--- src/inc/ppgd_pkg.sv ---
// Package of constants, types and helpers for the pattern generator-detector.
package ppgd_pkg;

  // Register byte offsets on the bus.
  localparam logic [7:0] PPGD_ADDR_CTRL = 8'h00;
  localparam logic [7:0] PPGD_ADDR_LEN = 8'h04;
  localparam logic [7:0] PPGD_ADDR_TAP = 8'h08;
  localparam logic [7:0] PPGD_ADDR_INS = 8'h0C;
  localparam logic [7:0] PPGD_ADDR_UPD = 8'h10;
  localparam logic [7:0] PPGD_ADDR_DET = 8'h14;
  localparam logic [7:0] PPGD_ADDR_STAT = 8'h18;
  localparam logic [7:0] PPGD_ADDR_MASK = 8'h1C;
  localparam logic [7:0] PPGD_ADDR_STATE = 8'h20;

  // Control register field positions.
  localparam int CTRL_GEN_EN = 0;
  localparam int CTRL_DET_EN = 1;
  localparam int CTRL_PSEL = 2;
  localparam int CTRL_QUASI_RANDOM_MODE = 3;
  localparam int CTRL_TXINV = 4;
  localparam int CTRL_RXINV = 5;
  localparam int CTRL_RESYNC = 6;
  localparam int CTRL_DSEL_LO = 8;
  localparam int CTRL_DSEL_HI = 9;

  // Status and mask bit positions.
  localparam int STAT_GAIN = 0;
  localparam int STAT_LOST = 1;
  localparam int STAT_ERR = 2;
  localparam int STAT_OVF = 3;

  // Values after reset.
  localparam logic [9:0] PPGD_CTRL_RST = 10'h000;
  localparam logic [4:0] PPGD_LEN_RST = 5'h00;
  localparam logic [4:0] PPGD_TAP_RST = 5'h00;
  localparam logic [31:0] PPGD_INS_RST = 32'hFFFF_FFFF;
  localparam logic [3:0] PPGD_STAT_RST = 4'h0;
  localparam logic [3:0] PPGD_MASK_RST = 4'h0;

  // Detector counts: last index of the check run, resync window and limit.
  localparam logic [5:0] PPGD_CHECK_LAST = 6'h2F;
  localparam logic [5:0] PPGD_WIN_LAST = 6'h2F;
  localparam logic [2:0] PPGD_RESYNC_LAST = 3'h5;

  // Quasi-random variant: length code and the zero run that forces a one.
  localparam logic [4:0] PPGD_QUASI_RANDOM_MODE_LEN = 5'h13;
  localparam int PPGD_QUASI_RANDOM_MODE_HI = 19;
  localparam int PPGD_QUASI_RANDOM_MODE_LO = 6;

  typedef enum logic [1:0] {
    DET_IDLE = 2'b00,
    DET_LOAD = 2'b01,
    DET_CHECK = 2'b10,
    DET_SYNC = 2'b11
  } ppgd_state_t;

  typedef struct packed {
    logic valid;
    logic data;
  } ppgd_bit_t;

  typedef struct packed {
    logic patSel;
    logic quasi_random_mode;
    logic [4:0] len;
    logic [4:0] tap;
  } ppgd_cfg_t;

  // Single exclusive-OR feedback, or plain recirculation in repetitive mode.
  function automatic logic ppgd_feedback(input logic [31:0] sr,
                                         input ppgd_cfg_t cfg);
    return cfg.patSel ? sr[cfg.len] : (sr[cfg.len] ^ sr[cfg.tap]);
  endfunction : ppgd_feedback

  // Forces a one into the output after a long zero run in quasi-random mode.
  function automatic logic ppgd_quasi_random_mode_force(input logic [31:0] sr,
                                           input ppgd_cfg_t cfg);
    return cfg.quasi_random_mode && !cfg.patSel && (cfg.len == PPGD_QUASI_RANDOM_MODE_LEN) &&
           (sr[PPGD_QUASI_RANDOM_MODE_HI:PPGD_QUASI_RANDOM_MODE_LO] == '0);
  endfunction : ppgd_quasi_random_mode_force

endpackage : ppgd_pkg

--- src/design/ppgd_gen.sv ---
// Pattern generator: 32-stage shift register fed by one feedback gate.
`timescale 1ns/1ps
module ppgd_gen
  import ppgd_pkg::*;
(
  input logic ref_clk,
  input logic srst,
  input ppgd_cfg_t cfg,
  input logic [31:0] seed,
  input logic load,
  input logic advance,
  input logic txInv,
  output logic txBit
);

  logic [31:0] sr_reg;
  logic txBit_reg;
  wire fbBit = ppgd_feedback(sr_reg, cfg);
  wire outBit = (fbBit | ppgd_quasi_random_mode_force(sr_reg, cfg)) ^ txInv;

  // Seed loads take priority over shifting; the feedback enters stage 0.
  always_ff @(posedge ref_clk)
  begin
    if (srst)
    begin
      sr_reg <= PPGD_INS_RST;
      txBit_reg <= 1'b0;
    end
    else if (load)
      sr_reg <= seed;
    else if (advance)
    begin
      sr_reg <= {sr_reg[30:0], fbBit};
      txBit_reg <= outBit;
    end
  end

  assign txBit = txBit_reg;
endmodule : ppgd_gen

--- src/design/ppgd_capture.sv ---
// History of the last 32 received bits and its snapshot on update.
`timescale 1ns/1ps
module ppgd_capture
  import ppgd_pkg::*;
(
  input logic ref_clk,
  input logic srst,
  input logic shift,
  input logic bitIn,
  input logic update,
  output logic [31:0] snap
);

  logic [31:0] hist_reg;
  logic [31:0] snap_reg;

  // The newest bit lands in bit 0; a snapshot holds bits before the strobe.
  always_ff @(posedge ref_clk)
  begin
    if (srst)
    begin
      hist_reg <= 32'h0000_0000;
      snap_reg <= 32'h0000_0000;
    end
    else
    begin
      if (shift)
        hist_reg <= {hist_reg[30:0], bitIn};
      if (update)
        snap_reg <= hist_reg;
    end
  end

  assign snap = snap_reg;
endmodule : ppgd_capture

--- src/design/ppgd_top.sv ---
// Pattern generator and detector with its register slave and interrupt.
// Summary of operation
// - Generator is a 32-stage shift register fed from one exclusive-OR.
// - Pattern select low: length and tap fields pick the exclusive-OR inputs.
// - Pattern select high: register recirculates; length field sets loop.
// - Repetitive mode continuously outputs the insertion pattern, phase free.
// - Repeat detection loads N bits, checks 48 bits, restarts on failure.
// - After repeat lock, count errors and resync as for random patterns.
// - Detector locks to any pattern, never compares with insertion bytes.
// - Update strobe with selector 00 captures the 32 prior received bits.
// - Transmit and receive inversion bits invert generated and received bits; the captured history takes the received bits uninverted.
// - Quasi-random bit turns the order-20 sequence into its variant.
//
// The implementer's own choices: the placing of the registers and the AHB-Lite register port.
`timescale 1ns/1ps
module ppgd_top
  import ppgd_pkg::*;
(
  input logic ref_clk,
  input logic srst,
  input logic hsel,
  input logic [31:0] haddr,
  input logic [1:0] htrans,
  input logic hwrite,
  input logic [2:0] hsize,
  input logic [31:0] hwdata,
  input logic hready,
  output logic hreadyout,
  output logic hresp,
  output logic [31:0] hrdata,
  input ppgd_bit_t rxStream,
  input logic txReady,
  output logic txValid,
  output logic txBit,
  output logic irq
);

  // Bus phase state.
  logic wrPhase_reg;
  logic rdPhase_reg;
  logic rdDone_reg;
  logic [7:0] addr_reg;
  logic [31:0] hrdata_reg;

  // Software registers.
  logic [9:0] ctrl_reg;
  logic [4:0] len_reg;
  logic [4:0] tap_reg;
  logic [31:0] ins_reg;
  logic [3:0] stat_reg;
  logic [3:0] stat_next;
  logic [3:0] mask_reg;
  logic genLoad_reg;
  logic resyncPrev_reg;

  // Detector state.
  ppgd_state_t state_reg;
  ppgd_state_t stateNext;
  logic [31:0] det_reg;
  logic [31:0] detNext;
  logic [5:0] bitCnt_reg;
  logic [5:0] bitCntNext;
  logic [2:0] winErr_reg;
  logic [2:0] winErrNext;
  logic [31:0] errCnt_reg;
  logic [31:0] errCntNext;
  logic [31:0] errSnap_reg;
  logic [31:0] captured;
  ppgd_cfg_t cfgBus;

  // Address-phase decode and the write strobes of the data phase.
  wire addrPhase = hsel && htrans[1] && hready;
  wire wrStrobe = wrPhase_reg && hready;
  wire wrCtrl = wrStrobe && (addr_reg == PPGD_ADDR_CTRL);
  wire wrLen = wrStrobe && (addr_reg == PPGD_ADDR_LEN);
  wire wrTap = wrStrobe && (addr_reg == PPGD_ADDR_TAP);
  wire wrIns = wrStrobe && (addr_reg == PPGD_ADDR_INS);
  wire wrUpd = wrStrobe && (addr_reg == PPGD_ADDR_UPD);
  wire wrStat = wrStrobe && (addr_reg == PPGD_ADDR_STAT);
  wire wrMask = wrStrobe && (addr_reg == PPGD_ADDR_MASK);
  wire updStrobe = wrUpd && hwdata[0];
  wire anyCfgWrite = wrCtrl || wrLen || wrTap || wrIns;

  // Configuration fields steering both generator and detector.
  wire genEn = ctrl_reg[CTRL_GEN_EN];
  wire detEn = ctrl_reg[CTRL_DET_EN];
  wire [1:0] detSel = ctrl_reg[CTRL_DSEL_HI:CTRL_DSEL_LO];
  assign cfgBus = '{patSel: ctrl_reg[CTRL_PSEL],
    quasi_random_mode: ctrl_reg[CTRL_QUASI_RANDOM_MODE],
    len: len_reg,
    tap: tap_reg};

  // A change of the manual resync bit in either direction restarts the lock.
  wire resyncToggle = ctrl_reg[CTRL_RESYNC] != resyncPrev_reg;

  // Detector prediction from its own register only, never the insertion bytes.
  wire rxBitIn = rxStream.data ^ ctrl_reg[CTRL_RXINV];
  wire detFb = ppgd_feedback(det_reg, cfgBus);
  wire detExp = detFb | ppgd_quasi_random_mode_force(det_reg, cfgBus);
  wire detRun = detEn && rxStream.valid;
  wire bitErr = rxBitIn != detExp;

  // Detector events that feed the sticky status bits.
  wire evtGain = (state_reg == DET_CHECK) && (stateNext == DET_SYNC);
  wire evtLost = (state_reg == DET_SYNC) && (stateNext == DET_LOAD) &&
                 !resyncToggle;
  wire evtErr = (state_reg == DET_SYNC) && detRun && bitErr;
  wire evtOvf = evtErr && (errCnt_reg == 32'hFFFF_FFFF);
  wire [3:0] evtVec = {evtOvf, evtErr, evtLost, evtGain};

  // Read selection; unmapped offsets read as zero.
  wire [31:0] detData = (detSel == 2'b00) ? captured :
                        (detSel == 2'b01) ? errSnap_reg :
                        (detSel == 2'b10) ? {30'h0000_0000, state_reg} :
                        32'h0000_0000;
  wire [31:0] rdMux =
    (addr_reg == PPGD_ADDR_CTRL) ? {22'h00_0000, ctrl_reg} :
    (addr_reg == PPGD_ADDR_LEN) ? {27'h000_0000, len_reg} :
    (addr_reg == PPGD_ADDR_TAP) ? {27'h000_0000, tap_reg} :
    (addr_reg == PPGD_ADDR_INS) ? ins_reg :
    (addr_reg == PPGD_ADDR_DET) ? detData :
    (addr_reg == PPGD_ADDR_STAT) ? {28'h000_0000, stat_reg} :
    (addr_reg == PPGD_ADDR_MASK) ? {28'h000_0000, mask_reg} :
    (addr_reg == PPGD_ADDR_STATE) ? {30'h0000_0000, state_reg} :
    32'h0000_0000;

  // Reads take one wait state so that read data comes from a flip-flop.
  assign hreadyout = !(rdPhase_reg && !rdDone_reg);
  assign hresp = 1'b0;
  assign hrdata = hrdata_reg;

  // Bus phase tracking and read data capture.
  always_ff @(posedge ref_clk)
  begin
    if (srst)
    begin
      wrPhase_reg <= 1'b0;
      rdPhase_reg <= 1'b0;
      rdDone_reg <= 1'b0;
      addr_reg <= 8'h00;
      hrdata_reg <= 32'h0000_0000;
    end
    else
    begin
      if (hready)
      begin
        wrPhase_reg <= addrPhase && hwrite;
        rdPhase_reg <= addrPhase && !hwrite;
        rdDone_reg <= 1'b0;
        if (addrPhase)
          addr_reg <= haddr[7:0];
      end
      else if (rdPhase_reg)
        rdDone_reg <= 1'b1;
      if (rdPhase_reg && !rdDone_reg)
        hrdata_reg <= rdMux;
    end
  end

  // Configuration registers; a write to control, length, tap or insertion reloads the generator seed.
  always_ff @(posedge ref_clk)
  begin
    if (srst)
    begin
      ctrl_reg <= PPGD_CTRL_RST;
      len_reg <= PPGD_LEN_RST;
      tap_reg <= PPGD_TAP_RST;
      ins_reg <= PPGD_INS_RST;
      mask_reg <= PPGD_MASK_RST;
      genLoad_reg <= 1'b0;
      resyncPrev_reg <= 1'b0;
    end
    else
    begin
      if (wrCtrl)
        ctrl_reg <= hwdata[9:0];
      if (wrLen)
        len_reg <= hwdata[4:0];
      if (wrTap)
        tap_reg <= hwdata[4:0];
      if (wrIns)
        ins_reg <= hwdata;
      if (wrMask)
        mask_reg <= hwdata[3:0];
      genLoad_reg <= anyCfgWrite;
      resyncPrev_reg <= ctrl_reg[CTRL_RESYNC];
    end
  end

  // Sticky status: a new event wins over a write-one clear.
  assign stat_next = (stat_reg & ~(wrStat ? hwdata[3:0] : 4'h0)) | evtVec;
  assign irq = |(stat_reg & mask_reg);

  always_ff @(posedge ref_clk)
  begin
    if (srst)
      stat_reg <= PPGD_STAT_RST;
    else
      stat_reg <= stat_next;
  end

  // Detector next state: load N bits, check a clean run, then track errors.
  always_comb
  begin
    stateNext = state_reg;
    case (state_reg)
      DET_IDLE:
        stateNext = DET_LOAD;
      DET_LOAD:
        if (detRun && (bitCnt_reg == {1'b0, len_reg}))
          stateNext = DET_CHECK;
      DET_CHECK:
        if (detRun && bitErr)
          stateNext = DET_LOAD;
        else if (detRun && (bitCnt_reg == PPGD_CHECK_LAST))
          stateNext = DET_SYNC;
      DET_SYNC:
        if (evtErr && (winErr_reg == PPGD_RESYNC_LAST))
          stateNext = DET_LOAD;
      default:
        stateNext = DET_IDLE;
    endcase
    if (!detEn)
      stateNext = DET_IDLE;
    else if (resyncToggle)
      stateNext = DET_LOAD;
  end

  // Bit counter, window error count and the local pattern register.
  always_comb
  begin
    bitCntNext = bitCnt_reg;
    winErrNext = winErr_reg;
    detNext = det_reg;
    if (stateNext != state_reg)
    begin
      bitCntNext = 6'h00;
      winErrNext = 3'h0;
    end
    else if (detRun)
    begin
      bitCntNext = bitCnt_reg + 6'h01;
      if (evtErr)
        winErrNext = winErr_reg + 3'h1;
      if ((state_reg == DET_SYNC) && (bitCnt_reg == PPGD_WIN_LAST))
      begin
        bitCntNext = 6'h00;
        winErrNext = 3'h0;
      end
    end
    if (detRun && (state_reg == DET_LOAD))
      detNext = {det_reg[30:0], rxBitIn};
    else if (detRun && (state_reg != DET_IDLE))
      detNext = {det_reg[30:0], detFb};
  end

  // Error counter saturates; update or manual resync clear it, error wins.
  always_comb
  begin
    errCntNext = errCnt_reg;
    if (updStrobe || resyncToggle)
      errCntNext = 32'h0000_0000;
    if (evtErr && (errCnt_reg != 32'hFFFF_FFFF))
      errCntNext = errCntNext + 32'h0000_0001;
  end

  // Detector flip-flops.
  always_ff @(posedge ref_clk)
  begin
    if (srst)
    begin
      state_reg <= DET_IDLE;
      det_reg <= 32'h0000_0000;
      bitCnt_reg <= 6'h00;
      winErr_reg <= 3'h0;
      errCnt_reg <= 32'h0000_0000;
      errSnap_reg <= 32'h0000_0000;
    end
    else
    begin
      state_reg <= stateNext;
      det_reg <= detNext;
      bitCnt_reg <= bitCntNext;
      winErr_reg <= winErrNext;
      errCnt_reg <= errCntNext;
      if (updStrobe)
        errSnap_reg <= errCnt_reg;
    end
  end

  // Generator advances whenever the framer takes a bit.
  assign txValid = genEn;

  ppgd_gen u_gen (
    .ref_clk(ref_clk),
    .srst(srst),
    .cfg(cfgBus),
    .seed(ins_reg),
    .load(genLoad_reg),
    .advance(genEn && txReady),
    .txInv(ctrl_reg[CTRL_TXINV]),
    .txBit(txBit)
  );

  // Raw received history for the detector data register.
  ppgd_capture u_capture (
    .ref_clk(ref_clk),
    .srst(srst),
    .shift(rxStream.valid),
    .bitIn(rxStream.data),
    .update(updStrobe),
    .snap(captured)
  );
endmodule : ppgd_top

--- config.mk ---
export PLATFORM = sky130hd
export DESIGN_NAME = ppgd_top
export DESIGN_NICKNAME = d
export VERILOG_FILES = /design/src/inc/ppgd_pkg.sv /design/src/design/ppgd_gen.sv /design/src/design/ppgd_capture.sv /design/src/design/ppgd_top.sv
export SDC_FILE = /design/constraint.sdc
export NUM_CORES = 1
export LEC_CHECK = 0
export ABC_AREA = 0
export BUFFER_PORTS_ARGS = -buffer_cell sky130_fd_sc_hd__buf_2
export CAP_MARGIN = 20
export CORE_ASPECT_RATIO = 0.8
export CORE_MARGIN = 2
export CORE_UTILIZATION = 54
export DETAILED_ROUTE_END_ITERATION = 16
export GPL_ROUTABILITY_DRIVEN = 0
export PLACE_DENSITY_LB_ADDON = 0.12
export SETUP_SLACK_MARGIN = 0.05
export SLEW_MARGIN = 20
export SYNTH_ARGS = -nofsm -noshare
export SYNTH_HDL_FRONTEND = slang
export SYNTH_SLANG_ARGS = --single-unit
--- constraint.sdc ---
create_clock -name ref_clk -period 2.7 [get_ports ref_clk]
set_clock_uncertainty 0.15 [all_clocks]
set_input_delay 0.27 -clock ref_clk [delete_from_list [all_inputs] [get_ports ref_clk]]
set_output_delay 0.27 -clock ref_clk [all_outputs]
set_load 0.05 [all_outputs]
==> flow_summary.json <==
{
  "status": "complete, but fails checks",
  "violations": "negative setup slack",
  "placedCellCount": 2099,
  "track_usage": 0.2945,
  "hpwlAfterDp_um": 28010,
  "worst_path_dominant_cell_family": "multiplexers",
  "dieArea_um2": 27770,
  "cp-start-kind": "register",
  "cp_cell_sequence": "buf_6, mux4_2, mux2i_1, o221ai_2, o311ai_4, buf_6, mux2i_4, a21boi_2, o21ai_2, buf_4, or4b_4, o21ai_1",
  "numCtsBuffers": 30,
  "vdd_drop_max_mv": 0.5067,
  "clkLatencyLatePin_ps": 590,
  "cp_max_fo": 5,
  "area_growth_pct": 24.48,
  "hp-class": "in -> reg",
  "yosys-top-cells-area": "dfxtp_1 (43%), nand2_1 (10%), mux2i_1 (8.4%), mux4_2 (5.5%), a21oi_1 (4.8%)",
  "nets": 1916,
  "overflow": 0,
  "power.density_nw_per_um2": 517.0,
  "fin_ws_ps": -332.3,
  "drt-pass1-iter-count": 5,
  "vias": 12520,
  "port_buffers": 84,
  "hold-worst-slack_ps": 110.4,
  "grt_pass1_vias": 11860,
  "total_power_mw": 9.189,
  "avgSynthCellArea_um2": 8.633,
  "final_area_um2": 17770,
  "synth_edf_count": 0,
  "drv_slew": 0,
  "synthArstFlopShare": 0,
  "cellLeakagePower_nw": 6.461,
  "crit_path_top_delay_cell": "mux4_2",
  "crit_buf_inv": 3,
  "core_area_um2": 26130,
  "cts_tree": "done",
  "instances_no_fill": 2216,
  "post-synth-top-count-cell": "nand2_1",
  "arrival_ps": 3370,
  "drt-initial-drc-count": 1191,
  "cts.path.max_buffers": 3,
  "synth-seq-cells": 309,
  "post_drt_wl_per_cell_um": 18.61,
  "crit_path_end_kind": "register",
  "root_buffer": "clkbuf_16",
  "cts.clk_slew.worst_paths_ps": 70,
  "initial_core_util": 0.5465,
  "drv_cap": 0,
  "num_rows": 53,
  "yosys_warnings": 0,
  "setup_viol": 47,
  "io_pins": 114,
  "grt_first_pass_wirelength_um": 64640,
  "grt_max_degree": 111,
  "crit_path_max_incr_delay_ps": 490,
  "crit_required_ps": 3040,
  "ys.flop_type": "dfxtp_1",
  "critical_path_class": "reg -> reg",
  "ys_seq_area_frac": 0.4332,
  "fmax_mhz": 329.8,
  "antenna_left": 0,
  "pre_cts_slack_ps": -407.5,
  "routed_wl_um": 41240,
  "die_h_um": 149.4,
  "dieWidth_um": 185.8,
  "synth_top_area_frac": 0.4332,
  "synth_area_um2": 14280,
  "antenna_found_initial": 1,
  "place_area_um2": 15820,
  "hold_viol_final": 0,
  "path_common_cell": "buf_6",
  "yosys.area.top_type": "dfxtp_1",
  "htreeDepth": 1,
  "cts_num_sinks": 309,
  "viasPerCell": 5.648,
  "ys_top_cells_by_count": "nand2_1 (389), dfxtp_1 (309), a21oi_1 (138)",
  "timing.slew.headroom": 0.5466,
  "syn_nets": 1735,
  "syn_inst": 1654,
  "rsz0062_at_grt": "true",
  "synth_cell_types": 63,
  "tightestPinTransition_ps": 680.0,
  "post-route-min-period_ps": 3032,
  "period_share": 1.123,
  "drcViolationCount": 0,
  "drive_gt1_frac": 0.2217
}
==> cell type report <==
cell class              count  area, µm²
fillers                  2148       8353
multi-input cells        1218       8001
flip-flops and latches    309       6197
repair buffers            264       2092
clock buffers              41      842.1
well taps                 357      446.7
clock inverters            14      147.6
inverters                  12      45.04
diodes                      1      2.502
==> kinds of logic after synthesis <==
family,after synthesis,synth area share
muxes,188,0.1654
DFF,309,0.4332
xor gates and xnor gates,45,0.02813
AOI/OAI and AO/OA,246,0.1014
buffers and inverters,127,0.03601
other,1,0.0002626
adders and majority gates,4,0.003505
and+or+nand+nor,734,0.2321
==> repair_timing <==
item                                    in CTS  in global routing
gates resized for setup                     46                 35
endpoints found under the hold margin       95                  0
hold buffers                                45                  0
pin swaps                                   29                 21
endpoints found under the setup margin      47                 49
setup buffers                                8                 14
gates cloned                                 0                  1
==> cell usage in the layout (no fill, tap or decap), types with 25 or more instances in the layout <==
cell type / n
nand2_1: 387
dfxtp_1: 304
nor2_1: 132
a21oi_1: 131
mux2i_1: 117
buf_4: 107
buf_2: 83
dlygate4sd3_1: 45
nand2b_1: 37
mux4_2: 35
o21ai_0: 34
nand3b_1: 34
mux2_2: 32
clkbuf_16: 31
a22oi_1: 28
xor2_1: 25
==> layer usage <==
metal  vias to the layer above  routed length (µm)  global-route usage
li1                       6074                   -                   -
met1                      5979               19040              0.4351
met2                       405               18700              0.4561
met3                        58                2644             0.04235
met4                         0                 849             0.06890
met5                         -                   0                   0
==> through the flow <==
stage,utilization,setup TNS (ps)
floorplan,-,-4065
global placement,0.6056,-8388
detailed placement,0.6056,-10760
CTS,0.6713,-7416
global route,0.6803,-14310
finish,0.6803,-8418
==> worst register-to-register path, cell delays in order, from the launching register on <==
cell and delay, ps:
dfxtp_4 370, buf_6 130, mux4_2 490, mux2i_1 190
o221ai_2 140, o311ai_4 90, buf_6 180, mux2i_4 220
a21boi_2 180, o21ai_2 90, buf_4 150, or4b_4 470
o21ai_1 130
==> report_power, final <==
group	internal (mW)	leakage, nW	switching [mW]	total [mW]
clock network	2.38	0.492	1.82	4.20
registers	4.57	2.49	0.0106	4.58
logic	0.175	3.47	0.241	0.417
total	7.12	6.46	2.07	9.19
==> path summary, 6_finish.rpt <==
kind	from	endpoint	slack, ps	depth (start not counted)
setup / recovery	tap_reg[0]	stat_reg[0]	-330	12
hold / removal	rxStream[1]	bitCnt_reg[1]	110	5
setup reg to reg	tap_reg[0]	stat_reg[0]	-330	12
hold reg to reg	u_capture.snap[10]	u_capture.snap[10]	300	2
Note: power is estimated with default switching activity, not from simulation.
